**config.mk**
```make
export PLATFORM = sky130hd
export DESIGN_NAME = sdi_audio_extract
export DESIGN_NICKNAME = d
export VERILOG_FILES = /design/src/hdl/audio_extract_pkg.sv /design/src/hdl/anc_audio_parser.sv /design/src/hdl/sdi_audio_extract.sv
export SDC_FILE = /design/constraint.sdc
export NUM_CORES = 1
export LEC_CHECK = 0
export BUFFER_PORTS_ARGS = -buffer_cell sky130_fd_sc_hd__buf_2
export CORE_MARGIN = 2
export CORE_UTILIZATION = 40
export CTS_CLUSTER_SIZE = 20
export DETAILED_ROUTE_END_ITERATION = 10
export PLACE_DENSITY = 0.67
export SETUP_SLACK_MARGIN = 0.02
export SLEW_MARGIN = 20
export SYNTH_ARGS = -nofsm -noshare
export SYNTH_HDL_FRONTEND = slang
export SYNTH_HIERARCHICAL = 1
export SYNTH_SLANG_ARGS = --single-unit
```
**constraint.sdc**
```tcl
create_clock -name core_clk -period 11 [get_ports core_clk]
set_input_delay 2.75 -clock core_clk [delete_from_list [all_inputs] [get_ports core_clk]]
set_output_delay 2.75 -clock core_clk [all_outputs]
set_load 0.02 [all_outputs]
```
**src/hdl/audio_extract_pkg.sv**
```systemverilog
package audio_extract_pkg;

  // Receiver line modes
  typedef enum logic [2:0] {
    MODE_HD = 3'h0,
    MODE_SD = 3'h1,
    MODE_3G = 3'h2,
    MODE_6G = 3'h4,
    MODE_12G = 3'h5
  } line_mode_t;

  // Ancillary framing and packet identifiers
  localparam logic [9:0] ADF0 = 10'h000;
  localparam logic [9:0] ADF1 = 10'h3ff;
  localparam logic [7:0] DID_CTRL_G1 = 8'he3;
  localparam logic [7:0] DID_DATA_G1 = 8'he7;
  localparam logic [7:0] DID_SD_G1 = 8'hff;
  localparam logic [7:0] DID_SD_STEP = 8'h02;
  localparam logic [7:0] DID_HD_STEP = 8'h01;
  localparam int unsigned GROUPS = 8;
  localparam int unsigned CH_PER_GROUP = 4;
  localparam int unsigned MAX_CHANNELS = 32;
  localparam int unsigned SD_MAX_CHANNELS = 16;
  localparam int unsigned HD_MAX_CHANNELS = 16;
  localparam int unsigned STREAMS = 4;

  // Audio sample rates (Hz), as carried in control packets
  localparam int unsigned RATE_32K = 32000;
  localparam int unsigned RATE_44K1 = 44100;
  localparam int unsigned RATE_48K = 48000;
  localparam logic [2:0] RATE_CODE_48K = 3'h0;
  localparam logic [2:0] RATE_CODE_44K1 = 3'h1;
  localparam logic [2:0] RATE_CODE_32K = 3'h2;

  // SD sample enable cadence
  localparam int unsigned SD_CADENCE_SHORT = 5;
  localparam int unsigned SD_CADENCE_LONG = 6;

  // AES3 subframe field positions
  localparam int unsigned AES_PREAMBLE_LSB = 0;
  localparam int unsigned AES_AUX_LSB = 4;
  localparam int unsigned AES_SAMPLE_LSB = 4;
  localparam int unsigned AES_V_BIT = 28;
  localparam int unsigned AES_U_BIT = 29;
  localparam int unsigned AES_C_BIT = 30;
  localparam int unsigned AES_P_BIT = 31;
  localparam logic [3:0] PRE_Z = 4'h1;
  localparam logic [3:0] PRE_X = 4'h2;
  localparam logic [3:0] PRE_Y = 4'h3;

  // Receiver data streams, one 10-bit word per stream
  typedef struct packed {
    logic [9:0] ds4;
    logic [9:0] ds3;
    logic [9:0] ds2;
    logic [9:0] ds1;
  } rx_streams_t;

  // One outgoing audio beat
  typedef struct packed {
    logic [31:0] data;
    logic [4:0] chan;
  } audio_beat_t;

endpackage

```
**src/hdl/anc_audio_parser.sv**
```systemverilog
`timescale 1ns/10ps
// Parses one 10-bit ancillary stream for HD-style or SD-style audio packets
module anc_audio_parser #(
  parameter int CH_BASE = 0
) (
  // Clock and reset
  input wire logic core_clk,
  input wire logic rst_n,
  // Word input
  input wire logic word_valid,
  input wire logic [9:0] word,
  input wire logic sd_style,
  input wire logic [7:0] did_base,
  // Parsed sample out
  output logic smp_valid,
  output audio_extract_pkg::audio_beat_t smp,
  output logic ctrl_seen,
  output logic [2:0] rate_code
);

  // Base plus sixteen group channels must still fit the 5-bit channel field
  if (CH_BASE < 0 || CH_BASE > 16) begin : g_bad_base
    $error("anc_audio_parser: CH_BASE out of range");
  end

  typedef enum logic [3:0] {
    S_IDLE, S_F1, S_F2, S_DID, S_SDID, S_DC, S_PAY, S_CS
  } pstate_t;

  typedef struct packed {
    pstate_t st;
    logic is_data;
    logic is_ctrl;
    logic [7:0] left;
    logic [3:0] idx;
    logic [1:0] grp;
    logic [23:0] acc;
    logic [1:0] sub;
    logic [1:0] ch;
    logic first;
    logic out_v;
    audio_extract_pkg::audio_beat_t out;
    logic ctrl_q;
    logic [2:0] rate;
  } pstate_all_t;

  pstate_all_t s_q, s_d;

  // Group number of a packet id, zero when not one of ours
  function automatic logic [2:0] grp_of(input logic [7:0] id,
                                        input logic [7:0] base,
                                        input logic sd);
    logic [7:0] diff;
    diff = base - id;
    if (sd) begin
      grp_of = (diff[0] == 1'b0 && diff < 8'h08) ?
        {1'b0, diff[2:1]} + 3'h1 : 3'h0;
    end else begin
      grp_of = (diff < 8'h04) ? diff[2:0] + 3'h1 : 3'h0;
    end
  endfunction

  // Build an AES3 subframe around a 24-bit sample
  function automatic logic [31:0] aes_pack(input logic [23:0] smpl,
                                           input logic frst,
                                           input logic rgt);
    logic [31:0] w;
    w = 32'h0000_0000;
    w[audio_extract_pkg::AES_SAMPLE_LSB +: 24] = smpl;
    w[audio_extract_pkg::AES_PREAMBLE_LSB +: 4] = frst ?
      audio_extract_pkg::PRE_Z :
      (rgt ? audio_extract_pkg::PRE_Y : audio_extract_pkg::PRE_X);
    w[audio_extract_pkg::AES_P_BIT] = ^w[30:4];
    aes_pack = w;
  endfunction

  // Packet walk: flags, DID, SDID/DBN, DC, payload, checksum
  always_comb begin
    logic [2:0] g;
    g = grp_of(word[7:0], did_base, sd_style);
    s_d = s_q;
    s_d.out_v = 1'b0;
    s_d.ctrl_q = 1'b0;
    if (word_valid) begin
      unique case (s_q.st)
        S_IDLE: s_d.st = (word == audio_extract_pkg::ADF0) ? S_F1 : S_IDLE;
        S_F1: s_d.st = (word == audio_extract_pkg::ADF1) ? S_F2 : S_IDLE;
        S_F2: s_d.st = (word == audio_extract_pkg::ADF1) ? S_DID : S_IDLE;
        S_DID: begin
          s_d.is_data = (g != 3'h0);
          s_d.is_ctrl = (word[7:0] == audio_extract_pkg::DID_CTRL_G1);
          s_d.grp = g[1:0] - 2'h1;
          s_d.st = (g != 3'h0 || s_d.is_ctrl) ? S_SDID : S_IDLE;
        end
        S_SDID: s_d.st = S_DC;
        S_DC: begin
          s_d.left = word[7:0];
          s_d.idx = 4'h0;
          s_d.sub = 2'h0;
          s_d.ch = 2'h0;
          s_d.st = (word[7:0] == 8'h00) ? S_CS : S_PAY;
        end
        S_PAY: begin
          s_d.idx = s_q.idx + 4'h1;
          s_d.left = s_q.left - 8'h01;
          if (s_q.is_ctrl && s_q.idx == 4'h1) begin
            s_d.rate = word[2:0];
          end
          if (s_q.is_data) begin
            // SD packs 24 bits in three words, HD 24 bits in four
            unique case (s_q.sub)
              2'h0: s_d.acc = {word[7:0], 16'h0000};
              2'h1: s_d.acc = {s_q.acc[23:16], word[7:0], 8'h00};
              2'h2: s_d.acc = {s_q.acc[23:8], word[7:0]};
              default: s_d.acc = s_q.acc;
            endcase
            s_d.sub = (s_q.sub == (sd_style ? 2'h2 : 2'h3)) ? 2'h0 :
              s_q.sub + 2'h1;
            if (s_q.sub == (sd_style ? 2'h2 : 2'h3)) begin
              s_d.out_v = 1'b1;
              s_d.out.chan = 5'(CH_BASE) + {1'b0, s_q.grp, s_q.ch};
              s_d.out.data = aes_pack(s_d.acc, s_q.first && s_q.ch == 2'h0,
                                      s_q.ch[0]);
              s_d.ch = s_q.ch + 2'h1;
              if (s_q.ch == 2'h3) begin
                s_d.first = 1'b0;
              end
            end
          end
          if (s_q.left == 8'h01) begin
            s_d.st = S_CS;
          end
        end
        S_CS: begin
          s_d.ctrl_q = s_q.is_ctrl;
          s_d.st = S_IDLE;
        end
        default: s_d.st = S_IDLE;
      endcase
    end
    if (!rst_n) begin
      s_d = '0;
      s_d.st = S_IDLE;
      s_d.first = 1'b1;
    end
  end

  always_ff @(posedge core_clk) begin
    s_q <= s_d;
  end

  assign smp_valid = s_q.out_v;
  assign smp = s_q.out;
  assign ctrl_seen = s_q.ctrl_q;
  assign rate_code = s_q.rate;

endmodule

```
**src/hdl/sdi_audio_extract.sv**
```systemverilog
`timescale 1ns/10ps
// Behaviour
// - Up to 32 channels in 16 pairs are recovered, synchronous or not.
// - Sample rates of 32, 44.1 and 48 kHz are tracked from control data.
// - In SD mode at most 16 channels are taken, from stream one only.
// - In HD mode at most 16 channels are taken from streams one and two.
// - In 3G, 6G and 12G mode up to 32 channels come from streams two and four.
// - Multi-stream control packets sit on streams 1/3, data on 2/4.
// - Input is the data streams plus mode and status; mode picks streams.
// - Audio leaves on a 32-bit AXI4-Stream master.
// - Each transfer carries one AES3 subframe with a 24-bit sample.
// - TID carries the channel number of each sample.
// - In SD mode a sample enable marks words at 27 MHz in 5-6-5-6 beats.
// - The receiver reset is active high and synchronous.
module sdi_audio_extract (
  // Clock and reset
  input wire logic core_clk,
  input wire logic rst_n,
  // Receiver side
  input wire audio_extract_pkg::rx_streams_t rx_ds,
  input wire logic [2:0] rx_mode,
  input wire logic rx_mode_locked,
  input wire logic rx_core_rst,
  input wire logic sd_sample_enable,
  // Audio stream out
  output logic [31:0] m_axis_tdata,
  output logic [4:0] m_axis_tid,
  output logic m_axis_tvalid,
  input wire logic m_axis_tready,
  // Status
  output logic [2:0] rate_code,
  output logic audio_present
);

  typedef struct packed {
    logic [3:0] pend;
    audio_extract_pkg::audio_beat_t [3:0] hold;
    logic [1:0] rr;
    logic out_v;
    audio_extract_pkg::audio_beat_t out;
    logic [2:0] rate;
    logic present;
  } top_state_t;

  top_state_t s_q, s_d;
  logic word_v;
  logic sd_mode;
  logic hd_mode;
  logic multi;
  logic core_rst_n;
  logic [3:0] pv;
  audio_extract_pkg::audio_beat_t [3:0] pb;
  logic [3:0] pc;
  logic [2:0] rc [4];
  logic [3:0] en;
  logic [9:0] wd [4];

  // Decode of receiver mode; unlocked receiver takes nothing
  assign sd_mode = rx_mode == audio_extract_pkg::MODE_SD;
  assign hd_mode = rx_mode == audio_extract_pkg::MODE_HD;
  assign multi = !sd_mode && !hd_mode;
  // Receiver reset is active high; either reset clears the parsers
  assign core_rst_n = rst_n && !rx_core_rst;
  // In SD only strobed words count; the cadence is the receiver's job
  assign word_v = sd_mode ? sd_sample_enable : 1'b1;

  // Stream enables per mode
  always_comb begin
    en = 4'h0;
    if (rx_mode_locked) begin
      if (sd_mode) begin
        en = 4'h1;
      end else if (hd_mode) begin
        en = 4'h3;
      end else begin
        en = 4'hf;
      end
    end
  end

  assign wd[0] = rx_ds.ds1;
  assign wd[1] = rx_ds.ds2;
  assign wd[2] = rx_ds.ds3;
  assign wd[3] = rx_ds.ds4;

  // One parser per stream; channel bases split 16 pairs over streams
  for (genvar i = 0; i < 4; i++) begin : g_parse
    localparam logic [7:0] BASE_HD = (i < 2) ?
      audio_extract_pkg::DID_DATA_G1 : audio_extract_pkg::DID_DATA_G1 - 8'h04;
    anc_audio_parser #(
      .CH_BASE((i >= 2) ? 16 : 0)
    ) u_parse (
      .core_clk(core_clk),
      .rst_n(core_rst_n),
      .word_valid(word_v && en[i]),
      .word(wd[i]),
      .sd_style(sd_mode),
      .did_base(sd_mode ? audio_extract_pkg::DID_SD_G1 : BASE_HD),
      .smp_valid(pv[i]),
      .smp(pb[i]),
      .ctrl_seen(pc[i]),
      .rate_code(rc[i])
    );
  end

  // Collect samples: in multi modes only streams two/four carry data,
  // one/three carry control; HD and SD take data from every enabled parser.
  // A one-deep hold per stream keeps words while the sink stalls; a
  // sample that hits a full hold is dropped unless that hold drains in the same clock, since audio cannot pause.
  always_comb begin
    logic [3:0] take;
    logic found;
    logic [1:0] pick;
    take = multi ? (pv & 4'ha) : pv;
    found = 1'b0;
    pick = 2'h0;
    s_d = s_q;
    for (int k = 0; k < 4; k++) begin
      if (take[k] && !s_q.pend[k]) begin
        s_d.pend[k] = 1'b1;
        s_d.hold[k] = pb[k];
      end
    end
    if (!s_q.out_v || m_axis_tready) begin
      s_d.out_v = 1'b0;
      for (int k = 0; k < 4; k++) begin
        if (!found && s_q.pend[2'(s_q.rr + 2'(k))]) begin
          found = 1'b1;
          pick = 2'(s_q.rr + 2'(k));
        end
      end
      if (found) begin
        s_d.out_v = 1'b1;
        s_d.out = s_q.hold[pick];
        s_d.pend[pick] = take[pick];
        if (take[pick]) begin
          s_d.hold[pick] = pb[pick];
        end
        s_d.rr = pick + 2'h1;
      end
    end
    // Rate code from the control stream of the mode
    if (pc[0]) begin
      s_d.rate = rc[0];
      s_d.present = 1'b1;
    end else if (pc[2] && multi) begin
      s_d.rate = rc[2];
      s_d.present = 1'b1;
    end
    if (!rx_mode_locked) begin
      s_d.present = 1'b0;
    end
    if (!core_rst_n) begin
      s_d = '0;
    end
  end

  always_ff @(posedge core_clk) begin
    s_q <= s_d;
  end

  // Outputs straight from flip-flops; the port is 32 bits wide
  assign m_axis_tdata = s_q.out.data;
  assign m_axis_tid = s_q.out.chan;
  assign m_axis_tvalid = s_q.out_v;
  assign rate_code = s_q.rate;
  assign audio_present = s_q.present;

endmodule

```
== Word-level counts from Yosys, hierarchy flattened ==
Cells that the tools add are included.
Storage, ports and cells
  bits in registers: 536
  input bits: 49
  output and inout bits: 42
  word-level logic and storage cells: 453
Operators by class
  add/sub/neg operators: 38
  $lt $le $gt $ge: 14
  eq/ne operators: 69
  muxes and demuxes: 142
  bitwise operators: 4
  reductions and logical operators: 117
Operator list (number)
  $mux 192: 2
  $mux 24: 12
  $pmux 24 s3: 4
  $mux 37: 7
  $mux 43: 4
  $mux 41: 4
  $bmux 37 s2: 2
  $bwmux 148: 1
  $mux 148: 1
  $pmux 4 s7: 4
  $reduce_xor 27->1: 4
  $pmux 12 s2: 4
  $demux 37 s2: 1
  $eq 4x3->1 const B: 14
  $mux 4: 13
  $mux 3: 17
  $reduce_and 4->1: 12
  $eq 10x10->1 const B: 4
  $logic_not 10->1: 4
  $mux 1: 36
  $reduce_and 3->1: 12
  $mux 2: 17
  $eq 4x2->1 const B: 8
  $eq 8x1->1 const B: 4
  37 further kinds: 193

== Logic depth before layout (Yosys ltp) ==
Gate-level depths: netlist of the first run.
  word-level depth: 24
  depth in mapped cells: 14
  mapped depth without buffers: 14

== Hierarchy ==
Netlist of the first run, hierarchy kept.
By module, submodules not included
  sdi_audio_extract: times used 1, cells each 1319, area an instance 11572.3 um2, sequential area each 3923.8 um2
  anc_audio_parser (g_parse[2].u_parse ...): times used 2, cells each 573, area an instance 4899.7 um2, sequential area each 1701.6 um2
  anc_audio_parser (g_parse[0].u_parse ...): times used 2, cells each 575, area an instance 4735.8 um2, sequential area each 1681.6 um2

== Worst setup path before layout of the first run ==
OpenSTA, ideal clock, no wires.
  path type: input -> register
  start: input rx_mode[1]
  end: register g_parse[2].u_parse/s_q[72] in the netlist's numbering
  library setup time: 116 ps
  data arrival time: 5243 ps
  required time: 10884 ps
  path slack: 5640 ps
  stages: 13
  buffers on the path: 0
  cell sequence: nor2_1 nand2_1 inv_1 ha_1 o21ai_0 a21boi_0 o21a_1 or4_1 a21oi_1 o21ai_0 ha_1 nand2_1 o211a_1
On the way
  longest elaborated chain between the ends: 8
  elaborated cells on any way between the ends: 18
  those cells by class: add/sub: 3; order compare: 2; eq/ne: 1; mux: 8; reduce/logical: 4
RTL lines
  start, declared: RTL line sdi_audio_extract.sv:21  | input wire logic [2:0] rx_mode,
  $eq 3x1->1 (*): RTL line sdi_audio_extract.sv:59  | assign sd_mode = rx_mode == audio_extract_pkg::MODE_SD;
  via sd_mode: RTL line sdi_audio_extract.sv:47  | logic sd_mode;
  $mux 5: RTL line sdi_audio_extract.sv:98  | .did_base(sd_mode ? audio_extract_pkg::DID_SD_G1 : BASE_HD),
  $sub 8x8->8: RTL line anc_audio_parser.sv:54  | diff = base - id;
  $lt 8x4->1: RTL line anc_audio_parser.sv:56  | grp_of = (diff[0] == 1'b0 && diff < 8'h08) ?
  $logic_and 1x1->1: RTL line anc_audio_parser.sv:56
  $mux 3: RTL line anc_audio_parser.sv:56
  $mux 3: RTL line anc_audio_parser.sv:55  | if (sd) begin
  $sub 2x1->2: RTL line anc_audio_parser.sv:92  | s_d.grp = g[1:0] - 2'h1;
  end signal, assigned: RTL line anc_audio_parser.sv:149  | s_q <= s_d;
  end, declared: RTL line anc_audio_parser.sv:47  | pstate_all_t s_q, s_d;
The timed path passes the listed nets; every way through them passes the cells marked *.
A chain may end at the register's enable or synchronous reset.

== Final worst setup path of the first run ==
  start: input rx_mode[1]
  end: register g_parse[3].u_parse/s_q[72] in the netlist's numbering
On the way
  longest elaborated chain between the ends: 8
  elaborated cells on any way between the ends: 18
  those cells by class: add/sub: 3; order compare: 2; eq/ne: 1; mux: 8; reduce/logical: 4
RTL lines (RTL line)
  $eq 3x1->1 (*): sdi_audio_extract.sv:59
  via sd_mode: sdi_audio_extract.sv:47
  $mux 5: sdi_audio_extract.sv:98
  $sub 8x8->8: anc_audio_parser.sv:54
  $lt 8x4->1: anc_audio_parser.sv:56
  $logic_and 1x1->1: anc_audio_parser.sv:56
  $mux 3: anc_audio_parser.sv:56
  $mux 3: anc_audio_parser.sv:55
  $sub 2x1->2: anc_audio_parser.sv:92
  end signal, assigned: anc_audio_parser.sv:149
  end, declared: anc_audio_parser.sv:47
Marked as above.

==> results summary, run 1 <==
The number of global-route vias before repair came to about 23000. The number of max-capacitance violations reported came out at 0. The tightest hold margin is 0.4360 ns. The overall power of the completed layout is 4.234 mW. In the routed design, unresolved DRC markers number 0.

The post-CTS repair timing setup buffer count is 0. The slew at the pin with the worst max-slew slack came out at between 1 and 1.5 ns. The clock tree root driver cell is sky130_fd_sc_hd__clkbuf_16. The number of nets in the layout came out at about 3400. The die is approximately 280 um tall.

The synthesized instance count is between 3000 and 4000. The number of clock sinks is between 500 and 600. The wire length of the first global-routing pass came out at roughly 130000 um. The fraction of layout instances using a drive strength above 1 came out at between 10% and 20%. For hold timing, the worst endpoint is audio_present$_SDFFE_PN0P_. The final number of max-transition violations is 0.

The maximum level of the CTS H-tree is 2. Of all nets on the critical path, the largest fanout is 40. The summed negative setup slack over all endpoints came out at 0 ns. The standby leakage power is about 13 nW.

STA classifies the critical path startpoint as an input port. The worst IR drop on VDD came out at around 120 uV. For this run, the number of Yosys warnings is 6. Measured along the x axis, the die boundary spans 278.2 um. By startpoint and endpoint, the worst setup path is classified as in2reg. In this run the critical register-to-register path is captured at s_q[92]$_SDFF_PN0_. The fmax came out at 176.7 MHz. In this run the remaining antenna-violating nets after routing total 0. The total number of vias is ~25000. The total power density per cell area came out at around 130 mW/mm^2. The worst path arrival time is ~6.2 ns.

The worst setup path is captured at a flop. After clock tree synthesis, the clock-pin slew on the worst setup and hold paths is about 0.06 ns. The number of buffers between clock root and the deepest sink came out at 3. Setup repair after global routing left no endpoint under its margin. Between clock sinks in the finished design, the worst skew comes to 0.01773 ns. The initial utilization of the core area, before any placement, comes to about two fifths. The final setup violation count is 0. The required time of the worst setup path came out at 11.53 ns. The number of I/O port buffers came out at 90.

The run finished with clean final reports. The shortest clock period the worst path allows after layout came out at between 5 and 6 ns. The per-instance average area after synthesis came out at 8.530 sq um.

between 90 and 100 I/O pins were placed. The number of rows created at floorplan came out at 100. The initial antenna violation count was 0. The TritonCTS clock tree is done. Summed over all layers, the routed wires come to between 80000 and 90000 um. The launch point of the worst reg-to-reg path is s_q[192]$_SDFF_PN0_. The sum of net half-perimeters after detailed placement is between 50000 and 60000 um. For this run the aggregate overflow at the end of global routing stands at 0.

The startpoint identified for the worst hold timing path is audio_present$_SDFFE_PN0P_. Counting cells, the worst reg-to-reg path comes to 10. The first-iteration detailed-routing DRC count is between 2000 and 2500. The total count of hold-check failures in the final report is 0. The worst pin sits at a relative slew slack of a little under a fifth. Counting the buffers created by CTS gives 60.

The detailed-route vias per instance came out at 5.731. The global routing usage summed across all routing layers came out at a little over a fifth. The cell area after synthesis is 0.03008 sq mm. The number of gates given a new drive strength after cts came out at 0. After layout, the worst path uses slightly above 50% of the clock period. The wire length per cell after detailed routing came out at 19.81 um. The area growth from synthesis to final layout came out at 5.030%.

The number of hold buffers added after cts is 0. The repair_antennas step left the layout with diodes totalling 0. The worst min-delay path class is reg2reg. The area of the die came out at about 0.077 sq mm. At the later pin of the worst-skew pair, clock insertion delay measures ~0.64 ns. The weighted congestion at the end of routability-driven global placement is 0.8592. The slack of the worst reg-to-reg path is 7.05 ns. The region available for standard cell placement spans approximately 0.074 sq mm. The hold-critical path depth came out at 2.

The pin count of the biggest net entering global routing is about 190. The first detailed-routing pass took 7 iterations.
-- sequential cells by signal, summed over array words and instances (netlist names), 2 cells and up --
register,cells
g_parse.u_parse/s_q,182
s_q,154
g_parse.u_parse/smp,126
m_axis_tdata,32
g_parse.u_parse/rate_code,6
m_axis_tid,5
g_parse.u_parse/smp_valid,4
rate_code,3
g_parse.u_parse/ctrl_seen,2
-- where the power goes --
group	switching [mW]	internal, mW
clock	0.852	1.28
combinational	0.147	0.0856
sequential	0.00000388	1.87
total	0.999	3.24
-- how the worst max path moves through the flow --
stage / startpoint / endpoint / slack (ns) / cells past startpoint
floorplan: rx_mode[1] / g_parse[2].u_parse/s_q[72]$_SDFFE_PN0P_ / 5.64 / 13
global placement: rx_mode[1] / g_parse[3].u_parse/s_q[72]$_SDFFE_PN0P_ / 4.80 / 15
detailed placement: rx_mode[1] / g_parse[2].u_parse/s_q[72]$_SDFFE_PN0P_ / 4.74 / 15
CTS: rx_mode[1] / g_parse[2].u_parse/s_q[72]$_SDFFE_PN0P_ / 5.42 / 15
global route: rx_mode[1] / g_parse[2].u_parse/s_q[72]$_SDFFE_PN0P_ / 5.06 / 15
finish: rx_mode[1] / g_parse[3].u_parse/s_q[72]$_SDFFE_PN0P_ / 5.34 / 15
-- per-layer routing --
layer  share of wire, %  global-route usage, %  up-vias
met5                  0                      0        -
met4                3.3                  7.651        0
met3                6.5                  3.056      142
met2                 45                  33.96      782
met1                 46                  29.08    11730
li1                   -                      -    11870
-- critical path, cell delays in order --
cell,delay [ns]
sky130_fd_sc_hd__buf_2,0.09
sky130_fd_sc_hd__nor2_1,0.39
sky130_fd_sc_hd__nand2_1,0.17
sky130_fd_sc_hd__clkinv_1,0.07
sky130_fd_sc_hd__buf_4,0.49
sky130_fd_sc_hd__ha_1,0.39
sky130_fd_sc_hd__o21ai_0,0.11
sky130_fd_sc_hd__a21boi_0,0.15
sky130_fd_sc_hd__o21a_1,0.20
sky130_fd_sc_hd__or4_1,0.49
sky130_fd_sc_hd__a21oi_1,0.23
sky130_fd_sc_hd__o21ai_0,0.13
sky130_fd_sc_hd__ha_1,0.29
sky130_fd_sc_hd__nand2_1,0.04
sky130_fd_sc_hd__o211a_1,0.13
-- cell usage in the layout, fill, tap and decap left out, types with 75 or more instances in the layout --
cell	instances
sky130_fd_sc_hd__dfxtp_1	516
sky130_fd_sc_hd__a211oi_1	349
sky130_fd_sc_hd__o211a_1	107
sky130_fd_sc_hd__ha_1	83
sky130_fd_sc_hd__nor2b_1	86
sky130_fd_sc_hd__nor2_1	264
sky130_fd_sc_hd__o21ai_0	90
sky130_fd_sc_hd__mux2i_1	85
sky130_fd_sc_hd__mux2_2	111
sky130_fd_sc_hd__nor3_1	94
sky130_fd_sc_hd__a21oi_1	164
sky130_fd_sc_hd__buf_2	90
sky130_fd_sc_hd__inv_1	75
sky130_fd_sc_hd__nand2_1	352
sky130_fd_sc_hd__xnor2_1	104
-- per-stage QoR --
stage | setup slack, ns | cells | instance area (sq um) | util, %
final | 5.341 | 4279 | 31590 | 42.43
after floorplan | 5.640 | 3569 | 30240 | -
after global routing | 5.055 | 4279 | 31590 | 42.43
after global placement | 4.796 | 4165 | 29450 | 39.56
after detailed placement | 4.745 | 4165 | 29450 | 39.56
after CTS | 5.416 | 4279 | 31580 | 42.42
-- final cells by class --
type | instances | area [sq um]
Timing Repair Buffer | 127 | 740.7
Clock buffer | 82 | 1755
Fill cell | 7327 | 42860
Tap cell | 969 | 1212
Inverter | 81 | 309.0
Sequential cell | 516 | 10330
Multi-Input combinational cell | 2472 | 16870
Clock inverter | 32 | 371.6
Power figures use the tool's default switching activity.
==> run 2, diff against run 1 <==
==> constraint.sdc (replaced) <==
create_clock -name core_clk -period 5.93 [get_ports core_clk]
set_input_delay 1.4825 -clock core_clk [delete_from_list [all_inputs] [get_ports core_clk]]
set_output_delay 1.4825 -clock core_clk [all_outputs]
set_load 0.02 [all_outputs]
==> results summary, run 2 (same netlist as run 1, synthesis figures left out) <==
Leaving out fill and tap cells, the most frequent cell in the layout is sky130_fd_sc_hd__dfxtp_1. The register area is roughly 0.010 sq mm. The detailed-router iteration count before antenna repair is 6. The number of buffers between clock root and the deepest sink came out at 3. The worst register-to-register path begins at s_q[194]$_SDFF_PN0_.

The floorplan die height is roughly 280 um. In this run the clock root is driven by a sky130_fd_sc_hd__clkbuf_16. The area of the die came out at 0.07740 sq mm.

The standby leakage power is 13.02 nW. The boundary pin count came out at 91. The number of fill cells came out at roughly 7400. The area of the core region is about 0.074 sq mm. Summed over all nets, the half-perimeter wirelength after detailed placement is about 54000 um. The total count of hold-check failures in the final report came to 0. The final setup violation count came out at 0. For this run, design rule violations remaining after detail routing come to 0.

The summed negative setup slack over all endpoints is 0 ns. The post-CTS repair timing setup buffer count came out at 0. The detailed router finished its first iteration with roughly 2000 violations.

The H-tree was split into 2 levels. Ranked by flip-flop count, first place goes to g_parse.u_parse/s_q. The insertion delay of the later-clocked pin in the worst-skew pair came out at around 0.64 ns. The congestion estimate from routability-driven global placement came to between 0.8 and 0.9. The tightest hold margin is 0.4477 ns.

The design draws around 7.9 mW. The clock buffer count from CTS is slightly below 60. The final number of max-transition violations is 0. The TritonCTS clock tree is done. The clock slew seen by the registers of the worst setup and hold paths is approximately 0.060 ns. The number of global-route vias before repair is 22730.

The wire length per cell after detailed routing came out at just under 20 um. The worst hold path passes through 2 cells. Measured in cells, the most critical reg-to-reg path has a length of 10. The number of I/O port buffers is 90.

The worst setup path is captured at a flop. The pin count of the biggest net entering global routing is 157. The post-route clock skew is between 0.02 and 0.03 ns. Post-CTS repair changed the size of 0 cells. The path with the worst hold slack has its endpoint at audio_present$_SDFFE_PN0P_. The area growth from synthesis to final layout is 5.221%. The fraction of layout instances using a drive strength above 1 is 12.58%. The initial cell density of the core is 40.40%. The die is about 280 um wide. In this run the worst hold path is classified as reg2reg. The number of nets in the layout is 3400. The launching element type of the critical path is an input port. The tool flagged a number of max-cap violations equal to 0. The library cells used most frequently in the layout, excluding fill and tap cells, are sky130_fd_sc_hd__dfxtp_1 (516), sky130_fd_sc_hd__nand2_1 (352), sky130_fd_sc_hd__a211oi_1 (349). The headroom to the max-slew limit is between 10% and 20%.

After routing the design area is between 0.03 and 0.04 sq mm. The fmax is roughly 240 MHz. The slew at the pin with the worst max-slew slack is approximately 1.2 ns. The worst path in the final design needs a cycle of ~4.2 ns, including I/O delays and setup. The worst path arrival time is around 4.8 ns. In this run the most critical hold path is launched from audio_present$_SDFFE_PN0P_. The number of clock sinks is just over 500. The required time of the worst setup path came out at approximately 6.5 ns.

Setup repair after global routing left no endpoint under its margin. Using the TritonRoute via totals, the vias-per-cell ratio works out to ~5.7. Along the worst path, the maximum fanout reaches 12. The path type of the worst setup path is in2reg. The run finished with clean final reports.

The area after detailed placement is 0.02951 sq mm. The detailed-route wire length is between 80000 and 90000 um. The endpoint identified for the worst register-to-register timing path is s_q[109]$_SDFF_PN0_. The leftover overflow at the end of global routing came out at 0. The post-route clock period utilization came out at between 70% and 80%. The worst IR drop on VDD is between 200 and 300 uV. The slack of the worst reg-to-reg path came out at between 1.5 and 2 ns. Global routing consumed, over all layers together, between 20% and 30% of the routing resources. The register with the most flip-flops in the layout has 182 of them.

The total power density per cell area is between 200 and 250 mW/mm^2. The initial antenna violation count is 0. The number of antenna-violating nets in the routed design is 0. The number of rows created at floorplan came out at 100. The wire length of the first global-routing pass is ~130000 um. Summing all multi-input logic gate instances after layout gives ~0.017 sq mm. The total number of vias came out at 24470. The number of hold buffers added after cts came out at 0.
[run 2: cell types whose count changed in the layout (fill, tap and decap cells not counted), sizes merged]
cell      change
inv           -1
buf           +7
clkinv        -2
diode         +1
clkinvlp      +1
bufinv        +3
clkbuf        -3
[run 2: area by class of cell]
cell class | instances | area share (%)
well taps | 969 | 3.831
multi-input cells | 2472 | 53.28
diodes | 1 | 0.007908
repair buffers | 134 | 2.507
flip-flops and latches | 516 | 32.64
clock inverters | 33 | 1.435
clock buffers | 79 | 5.314
inverters | 81 | 0.9805
[run 2: critical path, cell delays in order]
cell and delay (ns):
sky130_fd_sc_hd__buf_2 0.09, sky130_fd_sc_hd__nor2_1 0.36, sky130_fd_sc_hd__nand2_1 0.19, sky130_fd_sc_hd__clkinv_1 0.30, sky130_fd_sc_hd__buf_4 0.27, sky130_fd_sc_hd__ha_1 0.28, sky130_fd_sc_hd__o21ai_0 0.11, sky130_fd_sc_hd__a21boi_0 0.15
sky130_fd_sc_hd__o21a_1 0.20, sky130_fd_sc_hd__or4_1 0.50, sky130_fd_sc_hd__a21oi_1 0.22, sky130_fd_sc_hd__o21ai_0 0.13, sky130_fd_sc_hd__ha_1 0.29, sky130_fd_sc_hd__nand2_1 0.05, sky130_fd_sc_hd__o211a_1 0.13
[run 2: power breakdown]
part	leakage (nW)	internal [mW]	switching [mW]
Sequential	4.15	3.47	0.00000735
Clock	1.04	2.43	1.58
Combinational	7.82	0.160	0.275
[run 2: per-stage QoR]
stage | cells | util (%) | setup slack (ns)
2_1_floorplan | 3569 | - | 1.838
3_3_place_gp | 4172 | 39.63 | 1.175
3_5_place_dp | 4172 | 39.63 | 1.093
4_1_cts | 4284 | 42.50 | 1.742
5_1_grt | 4284 | 42.50 | 1.443
6_report | 4285 | 42.51 | 1.705
[run 2: worst max-delay path by stage]
stage | start | end | slack [ns]
after floorplan | rx_mode[1] | g_parse[2].u_parse/s_q[72]$_SDFFE_PN0P_ | 1.84
after global placement | rx_mode[1] | g_parse[2].u_parse/s_q[72]$_SDFFE_PN0P_ | 1.17
after detailed placement | rx_mode[1] | g_parse[2].u_parse/s_q[72]$_SDFFE_PN0P_ | 1.09
after CTS | rx_mode[1] | g_parse[2].u_parse/s_q[72]$_SDFFE_PN0P_ | 1.74
after global routing | rx_mode[1] | g_parse[2].u_parse/s_q[72]$_SDFFE_PN0P_ | 1.44
final | rx_mode[1] | g_parse[2].u_parse/s_q[72]$_SDFFE_PN0P_ | 1.70
[run 2: metal layers]
metal,GRT usage [%],wire length (um),vias up,share of wire (%)
met4,8.607,3286,0,3.9
li1,-,-,11850,-
met1,28.79,38360,11700,45
met3,3.719,5573,153,6.6
met5,0,0,-,0
met2,33.01,37680,774,44
